## src/omh_defs.svh

```systemverilog
// Constants for the operating-mode hold controller.
// Included by the package and design modules; definitions only.
`ifndef OMH_DEFS_SVH
`define OMH_DEFS_SVH
`define OMH_ADDR_W 8
`define OMH_DATA_W 16
`define OMH_OFF_HOLD_CFG 8'h50
`define OMH_OFF_MODE_CFG 8'h51
`define OMH_OFF_CTRL 8'h52
`define OMH_OFF_STATUS 8'h53
`define OMH_HOLD_CFG_BIT 15
`define OMH_CTRL_HOLD_BIT 0
`define OMH_CTRL_REQ_LSB 1
`define OMH_CTRL_REQ_VALID 3
`define OMH_HOLD_CFG_RST 16'h0000
`define OMH_MODE_CFG_RST 16'h0000
`define OMH_CLEAR_DONE_CYC 3
`endif

```

## src/omh_pkg.sv

```systemverilog
// Types for the operating-mode hold controller.
// Assumes omh_defs.svh is on the include path.
`include "omh_defs.svh"
package omh_pkg;
  // Operating modes
  typedef enum logic [1:0] {
    OMH_PROGRAM = 2'b00,
    OMH_MONITOR = 2'b01,
    OMH_RUN = 2'b10
  } omh_mode_t;
  // Startup mode selections
  typedef enum logic [1:0] {
    OMH_SEL_CONSOLE = 2'b00,
    OMH_SEL_PROGRAM = 2'b01,
    OMH_SEL_MONITOR = 2'b10,
    OMH_SEL_RUN = 2'b11
  } omh_sel_t;
  // Sequencer states
  typedef enum logic [1:0] {
    OMH_ST_BOOT = 2'b00,
    OMH_ST_IDLE = 2'b01,
    OMH_ST_CLEAR = 2'b10,
    OMH_ST_FREEZE = 2'b11
  } omh_state_t;
  // Clear strobes to memory and output subsystems
  typedef struct packed {
    logic core_io;
    logic work;
    logic timer_flags;
    logic timer_pv;
    logic outputs;
  } omh_clear_t;
endpackage

```

## src/omh_clear_timer.sv

```systemverilog
// Counts the cycles a clear action is held before the new mode is entered.
// Runs on the top module's clock, synchronised reset and clock enable.
`timescale 1ns/100ps
`include "omh_defs.svh"
module omh_clear_timer
  import omh_pkg::*;
#(
  parameter int CYCLES = `OMH_CLEAR_DONE_CYC
) (
  input wire logic clk,
  input wire logic rst_n,
  input wire logic ce,
  input wire logic start,
  output logic done
);
  logic [7:0] cnt_r;
  // Load on start, count down to zero; done at one
  always_ff @(posedge clk or negedge rst_n) begin
    if (!rst_n) begin
      cnt_r <= 8'h00;
    end else if (ce) begin
      if (start) begin
        cnt_r <= 8'(CYCLES);
      end else if (cnt_r != 8'h00) begin
        cnt_r <= cnt_r - 8'h01;
      end
    end
  end
  assign done = (cnt_r == 8'h01);
endmodule

```

## src/omh_top.sv

```systemverilog
// Operating-mode hold controller: mode changes, hold flag, startup mode, run output.
// Assumes a single 125 MHz clock and memory/output units that obey clear and freeze strobes.
//
// The implementer's own choice: the address-and-strobe port.
`timescale 1ns/100ps
`include "omh_defs.svh"
module omh_top
  import omh_pkg::*;
#(
  parameter int CLEAR_CYCLES = `OMH_CLEAR_DONE_CYC
) (
  input wire logic CLOCK,
  input wire logic RESET_N,
  input wire logic CE,
  input wire logic [`OMH_ADDR_W-1:0] ADDR,
  input wire logic [`OMH_DATA_W-1:0] WDATA,
  input wire logic WR,
  input wire logic RD,
  output logic [`OMH_DATA_W-1:0] RDATA,
  input wire logic CONSOLE_PRESENT,
  input wire logic [1:0] CONSOLE_SWITCH,
  input wire logic HOLD_FLAG_SAVED,
  input wire logic CONFIG_VALID,
  output logic [1:0] MODE,
  output logic EXECUTE,
  output logic RUN_STATUS,
  output logic OUTPUT_FREEZE,
  output omh_clear_t CLEAR,
  output logic MEMORY_HOLD_FLAG
);
  logic rst_s1_r;
  logic rst_n_r;
  omh_state_t state_r;
  omh_mode_t mode_r;
  omh_mode_t target_r;
  logic hold_r;
  logic latched_hold_r;
  logic [`OMH_DATA_W-1:0] hold_cfg_r;
  logic [`OMH_DATA_W-1:0] mode_cfg_r;
  logic [2:0] req_r;
  logic [`OMH_DATA_W-1:0] rdata_nxt;
  logic clr_start;
  logic clr_done;
  logic req_pending;
  logic boot_done_r;

  // Decode the startup mode selection
  function automatic omh_mode_t start_mode(input logic [1:0] sel, input logic console,
                                           input logic [1:0] sw);
    case (omh_sel_t'(sel))
      OMH_SEL_PROGRAM: start_mode = OMH_PROGRAM;
      OMH_SEL_MONITOR: start_mode = OMH_MONITOR;
      OMH_SEL_RUN: start_mode = OMH_RUN;
      default: start_mode = console ? to_mode(sw) : OMH_RUN;
    endcase
  endfunction

  // Map a two-bit mode code, unknown codes treated as program
  function automatic omh_mode_t to_mode(input logic [1:0] code);
    case (code)
      2'b01: to_mode = OMH_MONITOR;
      2'b10: to_mode = OMH_RUN;
      default: to_mode = OMH_PROGRAM;
    endcase
  endfunction

  // True when crossing the program / run-monitor boundary
  function automatic logic crosses(input omh_mode_t a, input omh_mode_t b);
    crosses = (a == OMH_PROGRAM) != (b == OMH_PROGRAM);
  endfunction

  // Reset release through two flip-flops
  always_ff @(posedge CLOCK or negedge RESET_N) begin
    if (!RESET_N) begin
      rst_s1_r <= 1'b0;
      rst_n_r <= 1'b0;
    end else begin
      rst_s1_r <= 1'b1;
      rst_n_r <= rst_s1_r;
    end
  end

  // Configuration registers and software mode request
  always_ff @(posedge CLOCK or negedge rst_n_r) begin
    if (!rst_n_r) begin
      hold_cfg_r <= `OMH_HOLD_CFG_RST;
      mode_cfg_r <= `OMH_MODE_CFG_RST;
      req_r <= 3'h0;
    end else if (CE) begin
      if (WR && ADDR == `OMH_OFF_HOLD_CFG) begin
        hold_cfg_r <= WDATA;
      end else if (WR && ADDR == `OMH_OFF_MODE_CFG) begin
        mode_cfg_r <= WDATA;
      end else if (WR && ADDR == `OMH_OFF_CTRL) begin
        req_r <= WDATA[`OMH_CTRL_REQ_VALID:`OMH_CTRL_REQ_LSB];
      end else if (state_r == OMH_ST_IDLE) begin
        req_r[2] <= 1'b0; // Request consumed
      end
    end
  end

  // Memory hold flag: power-on load, then software writes
  always_ff @(posedge CLOCK or negedge rst_n_r) begin
    if (!rst_n_r) begin
      hold_r <= 1'b0;
    end else if (CE) begin
      if (state_r == OMH_ST_BOOT) begin
        hold_r <= HOLD_FLAG_SAVED & hold_cfg_r[`OMH_HOLD_CFG_BIT];
      end else if (WR && ADDR == `OMH_OFF_CTRL) begin
        hold_r <= WDATA[`OMH_CTRL_HOLD_BIT];
      end
    end
  end

  // Pending mode request; a clear starts on a program/run crossing with the hold flag off
  assign req_pending = req_r[2] && (to_mode(req_r[1:0]) != mode_r);
  assign clr_start = (state_r == OMH_ST_IDLE) && req_pending && crosses(mode_r, to_mode(req_r[1:0]))
                     && !hold_r;

  // Mode sequencer
  always_ff @(posedge CLOCK or negedge rst_n_r) begin
    if (!rst_n_r) begin
      state_r <= OMH_ST_BOOT;
      mode_r <= OMH_PROGRAM;
      target_r <= OMH_PROGRAM;
      latched_hold_r <= 1'b0;
      boot_done_r <= 1'b0;
    end else if (CE) begin
      case (state_r)
        OMH_ST_BOOT: begin
          if (CONFIG_VALID) begin
            target_r <= start_mode(mode_cfg_r[1:0], CONSOLE_PRESENT, CONSOLE_SWITCH);
            latched_hold_r <= HOLD_FLAG_SAVED & hold_cfg_r[`OMH_HOLD_CFG_BIT];
            state_r <= OMH_ST_CLEAR;
            boot_done_r <= 1'b1;
          end
        end
        OMH_ST_IDLE: begin
          if (req_pending) begin
            target_r <= to_mode(req_r[1:0]);
            latched_hold_r <= hold_r;
            if (crosses(mode_r, to_mode(req_r[1:0]))) begin
              state_r <= hold_r ? OMH_ST_FREEZE : OMH_ST_CLEAR;
            end else begin
              mode_r <= to_mode(req_r[1:0]);
            end
          end
        end
        OMH_ST_CLEAR: begin
          if (latched_hold_r || clr_done) begin
            mode_r <= target_r;
            state_r <= OMH_ST_IDLE;
          end
        end
        default: begin
          mode_r <= target_r;
          state_r <= OMH_ST_IDLE;
        end
      endcase
    end
  end

  // Clear hold-off timer, started on entry to the clear state without hold
  omh_clear_timer #(
    .CYCLES(CLEAR_CYCLES)
  ) u_clr (
    .clk(CLOCK),
    .rst_n(rst_n_r),
    .ce(CE),
    .start(clr_start || (state_r == OMH_ST_BOOT && CONFIG_VALID && !(HOLD_FLAG_SAVED &
           hold_cfg_r[`OMH_HOLD_CFG_BIT]))),
    .done(clr_done)
  );

  // Clear strobes while clearing without hold
  always_ff @(posedge CLOCK or negedge rst_n_r) begin
    if (!rst_n_r) begin
      CLEAR <= '0;
    end else if (CE) begin
      CLEAR.core_io <= clr_start || (state_r == OMH_ST_CLEAR && !latched_hold_r && !clr_done);
      CLEAR.work <= clr_start || (state_r == OMH_ST_CLEAR && !latched_hold_r && !clr_done);
      CLEAR.timer_flags <= clr_start || (state_r == OMH_ST_CLEAR && !latched_hold_r && !clr_done);
      CLEAR.timer_pv <= clr_start || (state_r == OMH_ST_CLEAR && !latched_hold_r && !clr_done);
      CLEAR.outputs <= clr_start || (state_r == OMH_ST_CLEAR && !latched_hold_r && !clr_done);
    end
  end

  // Outputs frozen with hold set in program mode or outside the idle state
  always_ff @(posedge CLOCK or negedge rst_n_r) begin
    if (!rst_n_r) begin
      OUTPUT_FREEZE <= 1'b0;
    end else if (CE) begin
      OUTPUT_FREEZE <= hold_r && (mode_r == OMH_PROGRAM || state_r != OMH_ST_IDLE);
    end
  end

  // Read mux, one cycle latency; unmapped reads zero
  always_comb begin
    rdata_nxt = '0;
    if (ADDR == `OMH_OFF_HOLD_CFG) begin
      rdata_nxt = hold_cfg_r;
    end else if (ADDR == `OMH_OFF_MODE_CFG) begin
      rdata_nxt = mode_cfg_r;
    end else if (ADDR == `OMH_OFF_CTRL) begin
      rdata_nxt = {12'h000, req_r, hold_r};
    end else if (ADDR == `OMH_OFF_STATUS) begin
      rdata_nxt = {11'h000, boot_done_r, state_r, mode_r};
    end
  end

  always_ff @(posedge CLOCK or negedge rst_n_r) begin
    if (!rst_n_r) begin
      RDATA <= '0;
    end else if (CE) begin
      RDATA <= RD ? rdata_nxt : '0;
    end
  end

  // Mode and run status follow the committed mode; execution stops as soon as a crossing is accepted
  always_ff @(posedge CLOCK or negedge rst_n_r) begin
    if (!rst_n_r) begin
      RUN_STATUS <= 1'b0;
      EXECUTE <= 1'b0;
    end else if (CE) begin
      RUN_STATUS <= (mode_r != OMH_PROGRAM);
      EXECUTE <= (mode_r != OMH_PROGRAM) && (state_r == OMH_ST_IDLE)
                 && !(req_pending && crosses(mode_r, to_mode(req_r[1:0])));
    end
  end

  assign MODE = mode_r;
  assign MEMORY_HOLD_FLAG = hold_r;
endmodule

```

## config.mk

```make
export PLATFORM = sky130hd
export DESIGN_NAME = omh_top
export DESIGN_NICKNAME = d
export VERILOG_FILES = /design/src/omh_pkg.sv /design/src/omh_clear_timer.sv /design/src/omh_top.sv
export VERILOG_INCLUDE_DIRS = /design/src
export SDC_FILE = /design/constraint.sdc
export NUM_CORES = 1
export LEC_CHECK = 0
export ABC_AREA = 1
export BUFFER_PORTS_ARGS = -buffer_cell sky130_fd_sc_hd__buf_2
export CORE_AREA = 3 3 96 98
export CTS_CLUSTER_SIZE = 25
export DETAILED_ROUTE_END_ITERATION = 6
export DIE_AREA = 0 0 99 101
export PLACE_DENSITY_LB_ADDON = 0.08
export SLEW_MARGIN = 40
export SYNTH_ARGS = -nofsm -noshare
export SYNTH_HDL_FRONTEND = slang
export SYNTH_SLANG_ARGS = --single-unit
```

## constraint.sdc

```tcl
create_clock -name CLOCK -period 2.2 [get_ports CLOCK]
set_clock_uncertainty 0.15 [all_clocks]
set_input_delay 0.44 -clock CLOCK [delete_from_list [all_inputs] [get_ports CLOCK]]
set_output_delay 0.44 -clock CLOCK [all_outputs]
set_load 0.05 [all_outputs]
```

=== Yosys cells after proc, flatten, opt, wreduce, memory -nomap -nowiden ===
Cells that the tools add are included.

* Output and inout port bits: 27
* Bits of input ports: 34
* Logic and storage cells: 126
* Register bits: 74

* Equal/unequal tests: 24
* Reductions and logical operators: 45
* Add/sub/neg operators: 1
* Mux-type cells: 34
* Bitwise logic cells: 4

{| class="wikitable"
|+ Operator list
! cell !! number
|-
| two-way mux 16 bit || 3
|-
| == test 8 x 7 -> 1 bit, second input constant || 4
|-
| two-way mux 2 bit || 13
|-
| case mux 2 bit (3 select lines) || 3
|-
| two-way mux 8 bit || 2
|-
| logical AND 1 bit || 15
|-
| case mux 2 bit (2 select lines) || 3
|-
| AND reduction 4 bit || 3
|-
| == test 2 bit, second input constant || 5
|-
| logical NOT 2 bit || 5
|-
| two-way mux 5 bit || 2
|-
| AND reduction 5 bit || 2
|-
| nonzero test 2 bit || 5
|-
| == test 2 x 1 -> 1 bit, second input constant || 4
|-
| == test 8 x 1 -> 1 bit, second input constant || 1
|-
| != test 2 bit, second input constant || 4
|-
| nonzero test 8 bit || 1
|-
| subtractor 8 x 1 -> 8 bit, second input constant || 1
|-
| two-way mux 1 bit || 7
|-
| AND reduction 2 bit || 3
|-
| AND reduction 3 bit || 2
|-
| logical NOT 1 bit || 5
|-
| logical OR 1 bit || 4
|-
| != test 2 x 1 -> 1 bit, second input constant || 2
|-
| other kinds (5) || 9
|}

=== Depth between registers and ports, before layout ===
* Word-level depth: 12
* Depth in mapped cells: 13
* Mapped depth without buffers: 13

=== Modules after synthesis ===
From an unflattened synthesis, not the netlist that was laid out.

* Cells, all modules: 510
* Area total of the unflattened synthesis: 3951.3 µm²

{| class="wikitable"
|+ Modules (own cells, without submodules)
! module !! instances !! area an instance (µm²) !! seq. area each (µm²) !! cells an instance
|-
| omh_top || 1 || 3379.5 || 1651.6 || 436
|-
| omh_clear_timer || 1 || 571.8 || 200.2 || 74
|}

=== Worst setup path before layout ===
OpenSTA, ideal clock, no wires.

* Kind: flip-flop to flip-flop
* Start point: register mode_r[1] (netlist: MODE[1])
* End point: register state_r[0]
* Library setup time: 0.127 ns
* Arrival: 1.469 ns
* Data required time: 1.923 ns
* Clock period less this slack: 1.746 ns
* Buffers on the path: 0
* Slack: 0.454 ns
* Cell stages (with the launch flop): 10
* Cells stage by stage: dfrtp_1 -> inv_1 -> nand2_1 -> nand2_1 -> nand2_1 -> nand2_1 -> o21ai_0 -> nand2_1 -> nand2_1 -> o21ai_0

* Cells in the longest elaborated chain, start to end: 4
* Elaborated cells between the ends (all ways): 7
* Classes of those cells: eq/ne (4); reduce/logical (3)

{| class="wikitable"
|+ RTL lines
! what !! line !! RTL
|-
| start: declaration || omh_top.sv:34 || <nowiki>omh_mode_t mode_r;</nowiki>
|-
| start signal: assignment || omh_top.sv:145 || <nowiki>mode_r <= to_mode(req_r[1:0]);</nowiki>
|-
| start signal: assignment || omh_top.sv:151 || <nowiki>mode_r <= target_r;</nowiki>
|-
| start signal: assignment || omh_top.sv:156 || <nowiki>mode_r <= target_r;</nowiki>
|-
| logical NOT 2 bit or != test 2 bit (tied branches) || omh_top.sv:69, omh_top.sv:116 ||
|-
| != test 1 bit or logical AND 1 bit (tied branches) || omh_top.sv:69, omh_top.sv:116 ||
|-
| != test 2 x 1 -> 1 bit (no source line) or != test 2 bit (tied branches) || - ||
|-
| AND reduction 5 bit (no source line) * || - ||
|-
| end signal: assignment || omh_top.sv:143 || <nowiki>state_r <= hold_r ? OMH_ST_FREEZE : OMH_ST_CLEAR;</nowiki>
|-
| end: declaration || omh_top.sv:33 || <nowiki>omh_state_t state_r;</nowiki>
|}

Every way passes the cells marked *; elsewhere a longest branch is shown, timed or not.
A chain may end at the register's enable or synchronous reset.

=== Worst setup path in the final report ===
* Start point: register req_r[0]
* End point: register state_r[0]

* Cells in the longest elaborated chain, start to end: 9
* Elaborated cells between the ends (all ways): 13
* Classes of those cells: eq/ne (6); mux (4); reduce/logical (3)

{| class="wikitable"
|+ RTL lines
! what !! line !! RTL
|-
| start: declaration || omh_top.sv:40 || <nowiki>logic [2:0] req_r;</nowiki>
|-
| start signal: assignment || omh_top.sv:95 || <nowiki>req_r <= WDATA[`OMH_CTRL_REQ_VALID:`OMH_CTRL_REQ_LSB];</nowiki>
|-
| == test 2 bit or == test 2 x 1 -> 1 bit (tied branches) || omh_top.sv:60 || <nowiki>case (code)</nowiki>
|-
| case mux 2 bit (2 select lines) * || omh_top.sv:60 ||
|-
| two-way mux 2 bit || - ||
|-
| two-way mux 2 bit || omh_top.sv:129 || <nowiki>case (state_r)</nowiki>
|-
| two-way mux 2 bit || omh_top.sv:128 || <nowiki>end else if (CE) begin</nowiki>
|-
| logical NOT 2 bit || omh_top.sv:69 || <nowiki>crosses = (a == OMH_PROGRAM) != (b == OMH_PROGRAM);</nowiki>
|-
| != test 1 bit || omh_top.sv:69 ||
|-
| != test 2 x 1 -> 1 bit (no source line) || - ||
|-
| AND reduction 5 bit (no source line) * || - ||
|}

Every way passes the cells marked *; elsewhere a longest branch is shown, timed or not. The select of a mux whose other input is x is not followed.

==> results.md <==
* Status: completed
* Die area at around 10000 µm²
* Ports at just over 60
* Die Y at roughly 100 µm
* Port bufs at 60
* Yosys warning count at 0
* Reg2reg setup slack at 350 ps
* Seq/Total Area, Yosys at 50.0%
* Relative slew margins at between 50% and 60%
* Postcts setup bufs at 0
* Largest area contributor in the netlist: dfrtp_1
* Crit-path slowest cell: dfrtp_1
* # DRC at 0
* Post-route setup TNS at 0 ps
* Global-route wire length before repair at 15400 µm
* Reg2Reg Depth at 11
* Post-layout min period at 1850 ps
* Crit path top cell by count: nand2_1
* DR WL/cell at ~14 µm
* Num CTS Buffers at 9
* Post-place setup slack at about 18 ps
* Maximum clock insertion buffer count at 2
* Fin area at 4350 µm²
* Reg2reg start: req_r[0]
* Multi-input logic area at 1550 µm²
* CP arrival at 1920 ps
* Worst-Skew Late Latency at 340 ps
* Critical Path Source Type: flop
* CP endpoint: state_r[0]
* Crit Path Max Fanout at 4
* Fin worst setup slack at about 350 ps
* Leakage power at 2.36 nW
* Drt pass-1 iters at 4
* Routability cong. at ~0.84
* Share of cells above drive strength 1 at 17.9%
* Fmax at 0.542 GHz
* Post-Synthesis Cell Area at 3700 µm²
* Syn Inst Count at 477
* Antenna-violating nets left at 0
* Synth top area cells: dfrtp_1, nand2_1, o21ai_0
* Post-DP HPWL at 6300 µm
* Capture point of the worst reg-to-reg path: state_r[0]
* Worst-margin pin slew at 746 ps
* Number of global-route vias before repair at approximately 3200
* Final wirelength at 8910 µm
* Filler cells at 843
* Hold buffer count at cts at 1
* Avg Inst Size Synth at slightly below 8 µm²
* Core area at ~8600 µm²
* Seq. cell area at 1850 µm²
* Worst vdd rail ir drop at approximately 0.30 mV
* Critical path class: reg2reg
* Fin. max-slew vios at 0
* Slowest stage delay, CP at 410 ps
* Initial Utilization at 43.3%
* CTS resizes at 0
* CTS tree: built
* Initial antenna violation count at 0
* Final setup vio count at 0
* Clock Sinks at 74
* Worst setup EP type: flop
* Largest net degree at the start of global routing at 73
* Synth top area share at between 50% and 60%
* Number of diodes at 0
* Vias post-DR at 3255
* Pwr/cell area at 881 nW/µm²
* Clock-pin slew of the registers on the worst-case setup and hold paths at 80 ps
* Final Hold Fails at 0
* Die X at 99 µm
* Htree depth at 3
* Grt total ovfl at 0
* GRT Total Usage at 19.3%
* CTS root buffer: clkbuf_8
* Vias per cell at 4.98
* Placed Area at approximately 4100 µm²
* Post-synthesis cell type count at 28
* P&R area growth vs syn at 17.5%
* WP data required at 2280 ps
* Final net count at 579
* Yosys reg bits at 74
* Synthesized Nets at 515
* Min-delay worst type: reg2async
* Maxcap violations at 0
* Std-Cell Rows at 34
* RSZ-0062 raised after global routing: no
* Initial drt markers at 161
* Critical path cell sequence: inv_1 > ha_1 > inv_1 > nand2_1 > nand2_1 > nand2_1 > nand2_1 > o21ai_0 > nand2_1 > nand2_1 > o21ai_0
* Beginning of the critical path: req_r[0]
* Tcrit/Tclk final at 83.9%
* Worst hold margin at around 130 ps
logic make-up (layout without fill, tap and decap cells):
family | after synthesis | after routing | synth area share, %
AOI/OAI and AO/OA | 72 | 72 | 9.90
xor gates and xnor gates | 6 | 6 | 1.42
adders and majority gates | 4 | 4 | 1.35
buffers and inverters | 70 | 139 | 8.01
DFF | 74 | 74 | 50.0
other | 1 | 1 | 0.101
and+or+nand+nor | 250 | 250 | 29.2
worst max-delay path: cells and delay by family (launching register included):
kind,cells,cell delay (ps)
AO/OA/AOI/OAI,2,390
adder cells (fa/ha/maj),1,160
buffers and inverters,2,130
flip-flops,1,410
AND/OR/NAND/NOR,6,480
flip-flops by register name (all words and copies together), names as in the netlist, 2 cells and up:
| register | flops |
|---|---|
| hold_cfg_r | 16 |
| u_clr.cnt_r | 8 |
| RDATA | 16 |
| state_r | 2 |
| target_r | 2 |
| MODE | 2 |
| mode_cfg_r | 16 |
| req_r | 3 |
metal layers:
metal  part of all wire [%]  track usage [%]  up-vias  wire (µm)
li1                       -                -     1634          -
met3                    4.0             3.46       11        355
met2                     48             30.9       73       4240
met4                    1.3             7.25        0        113
met5                      0                0        -          0
met1                     47             26.1     1537       4210
Yosys cell counts:
| cell | instances |
|---|---|
| nor3_1 | 4 |
| a21oi_2 | 1 |
| nor2_1 | 28 |
| nand3_1 | 41 |
| nand2_1 | 164 |
| o21ai_0 | 44 |
| buf_4 | 6 |
| xnor2_1 | 1 |
| nand4_1 | 3 |
| clkinv_1 | 2 |
| a31oi_1 | 2 |
| inv_1 | 48 |
| conb_1 | 1 |
| clkbuf_1 | 7 |
| xor2_1 | 5 |
| a21oi_1 | 9 |
| nand3b_1 | 1 |
| nor2_4 | 2 |
| inv_2 | 3 |
| nand3_2 | 2 |
| nor2_2 | 1 |
| o21ai_1 | 16 |
| dfrtp_1 | 74 |
| buf_6 | 1 |
| buf_2 | 3 |
| nor3_4 | 3 |
| nand2_4 | 1 |
| ha_1 | 4 |
layout by cell type, fill, tap and decap left out, drive strengths merged:
cell type,instances
clkbuf,10
ha,4
clkinv,6
dlygate4sd3,1
dfrtp,74
conb,1
a21oi,10
o21ai,60
nand3b,1
a31oi,2
nand3,43
xor2,5
nand2,165
xnor2,1
inv,51
bufinv,2
nor3,7
nor2,31
nand4,3
buf,69
cell type report:
cell class,count,share of cell area [%]
clock inverter,6,2.10
clock buffer,10,2.93
inverter,53,4.57
tap,108,3.11
sequential,74,42.6
multi-input combinational,333,35.7
timing repair buffer,70,8.97
per-stage QoR:
stage	power, mW	util [%]	std cells
finish	3.83	50.9	654
detailed placement	2.69	48.2	637
CTS	3.89	50.9	654
floorplan	2.44	-	477
global route	4.10	50.9	654
global placement	2.68	48.2	637
power breakdown:
group,total [mW],internal (mW),switching [mW]
Sequential,1.65,1.52,0.136
Combinational,1.01,0.295,0.715
Clock,1.17,0.643,0.527
Total,3.83,2.46,1.38
how the worst min path moves through the flow:
stage | startpoint | to | slack, ps | depth (start not counted)
final | rst_n_r | RDATA[2] | 130 | 1
after global routing | WDATA[11] | hold_cfg_r[11] | 170 | 3
after CTS | WDATA[14] | hold_cfg_r[14] | 160 | 3
after detailed placement | RESET_N | rst_s1_r | 80 | 1
after global placement | RESET_N | rst_s1_r | 70 | 1
after floorplan | RESET_N | rst_n_r | -6 | 0
No activity file was read; power rests on OpenSTA's default activity.
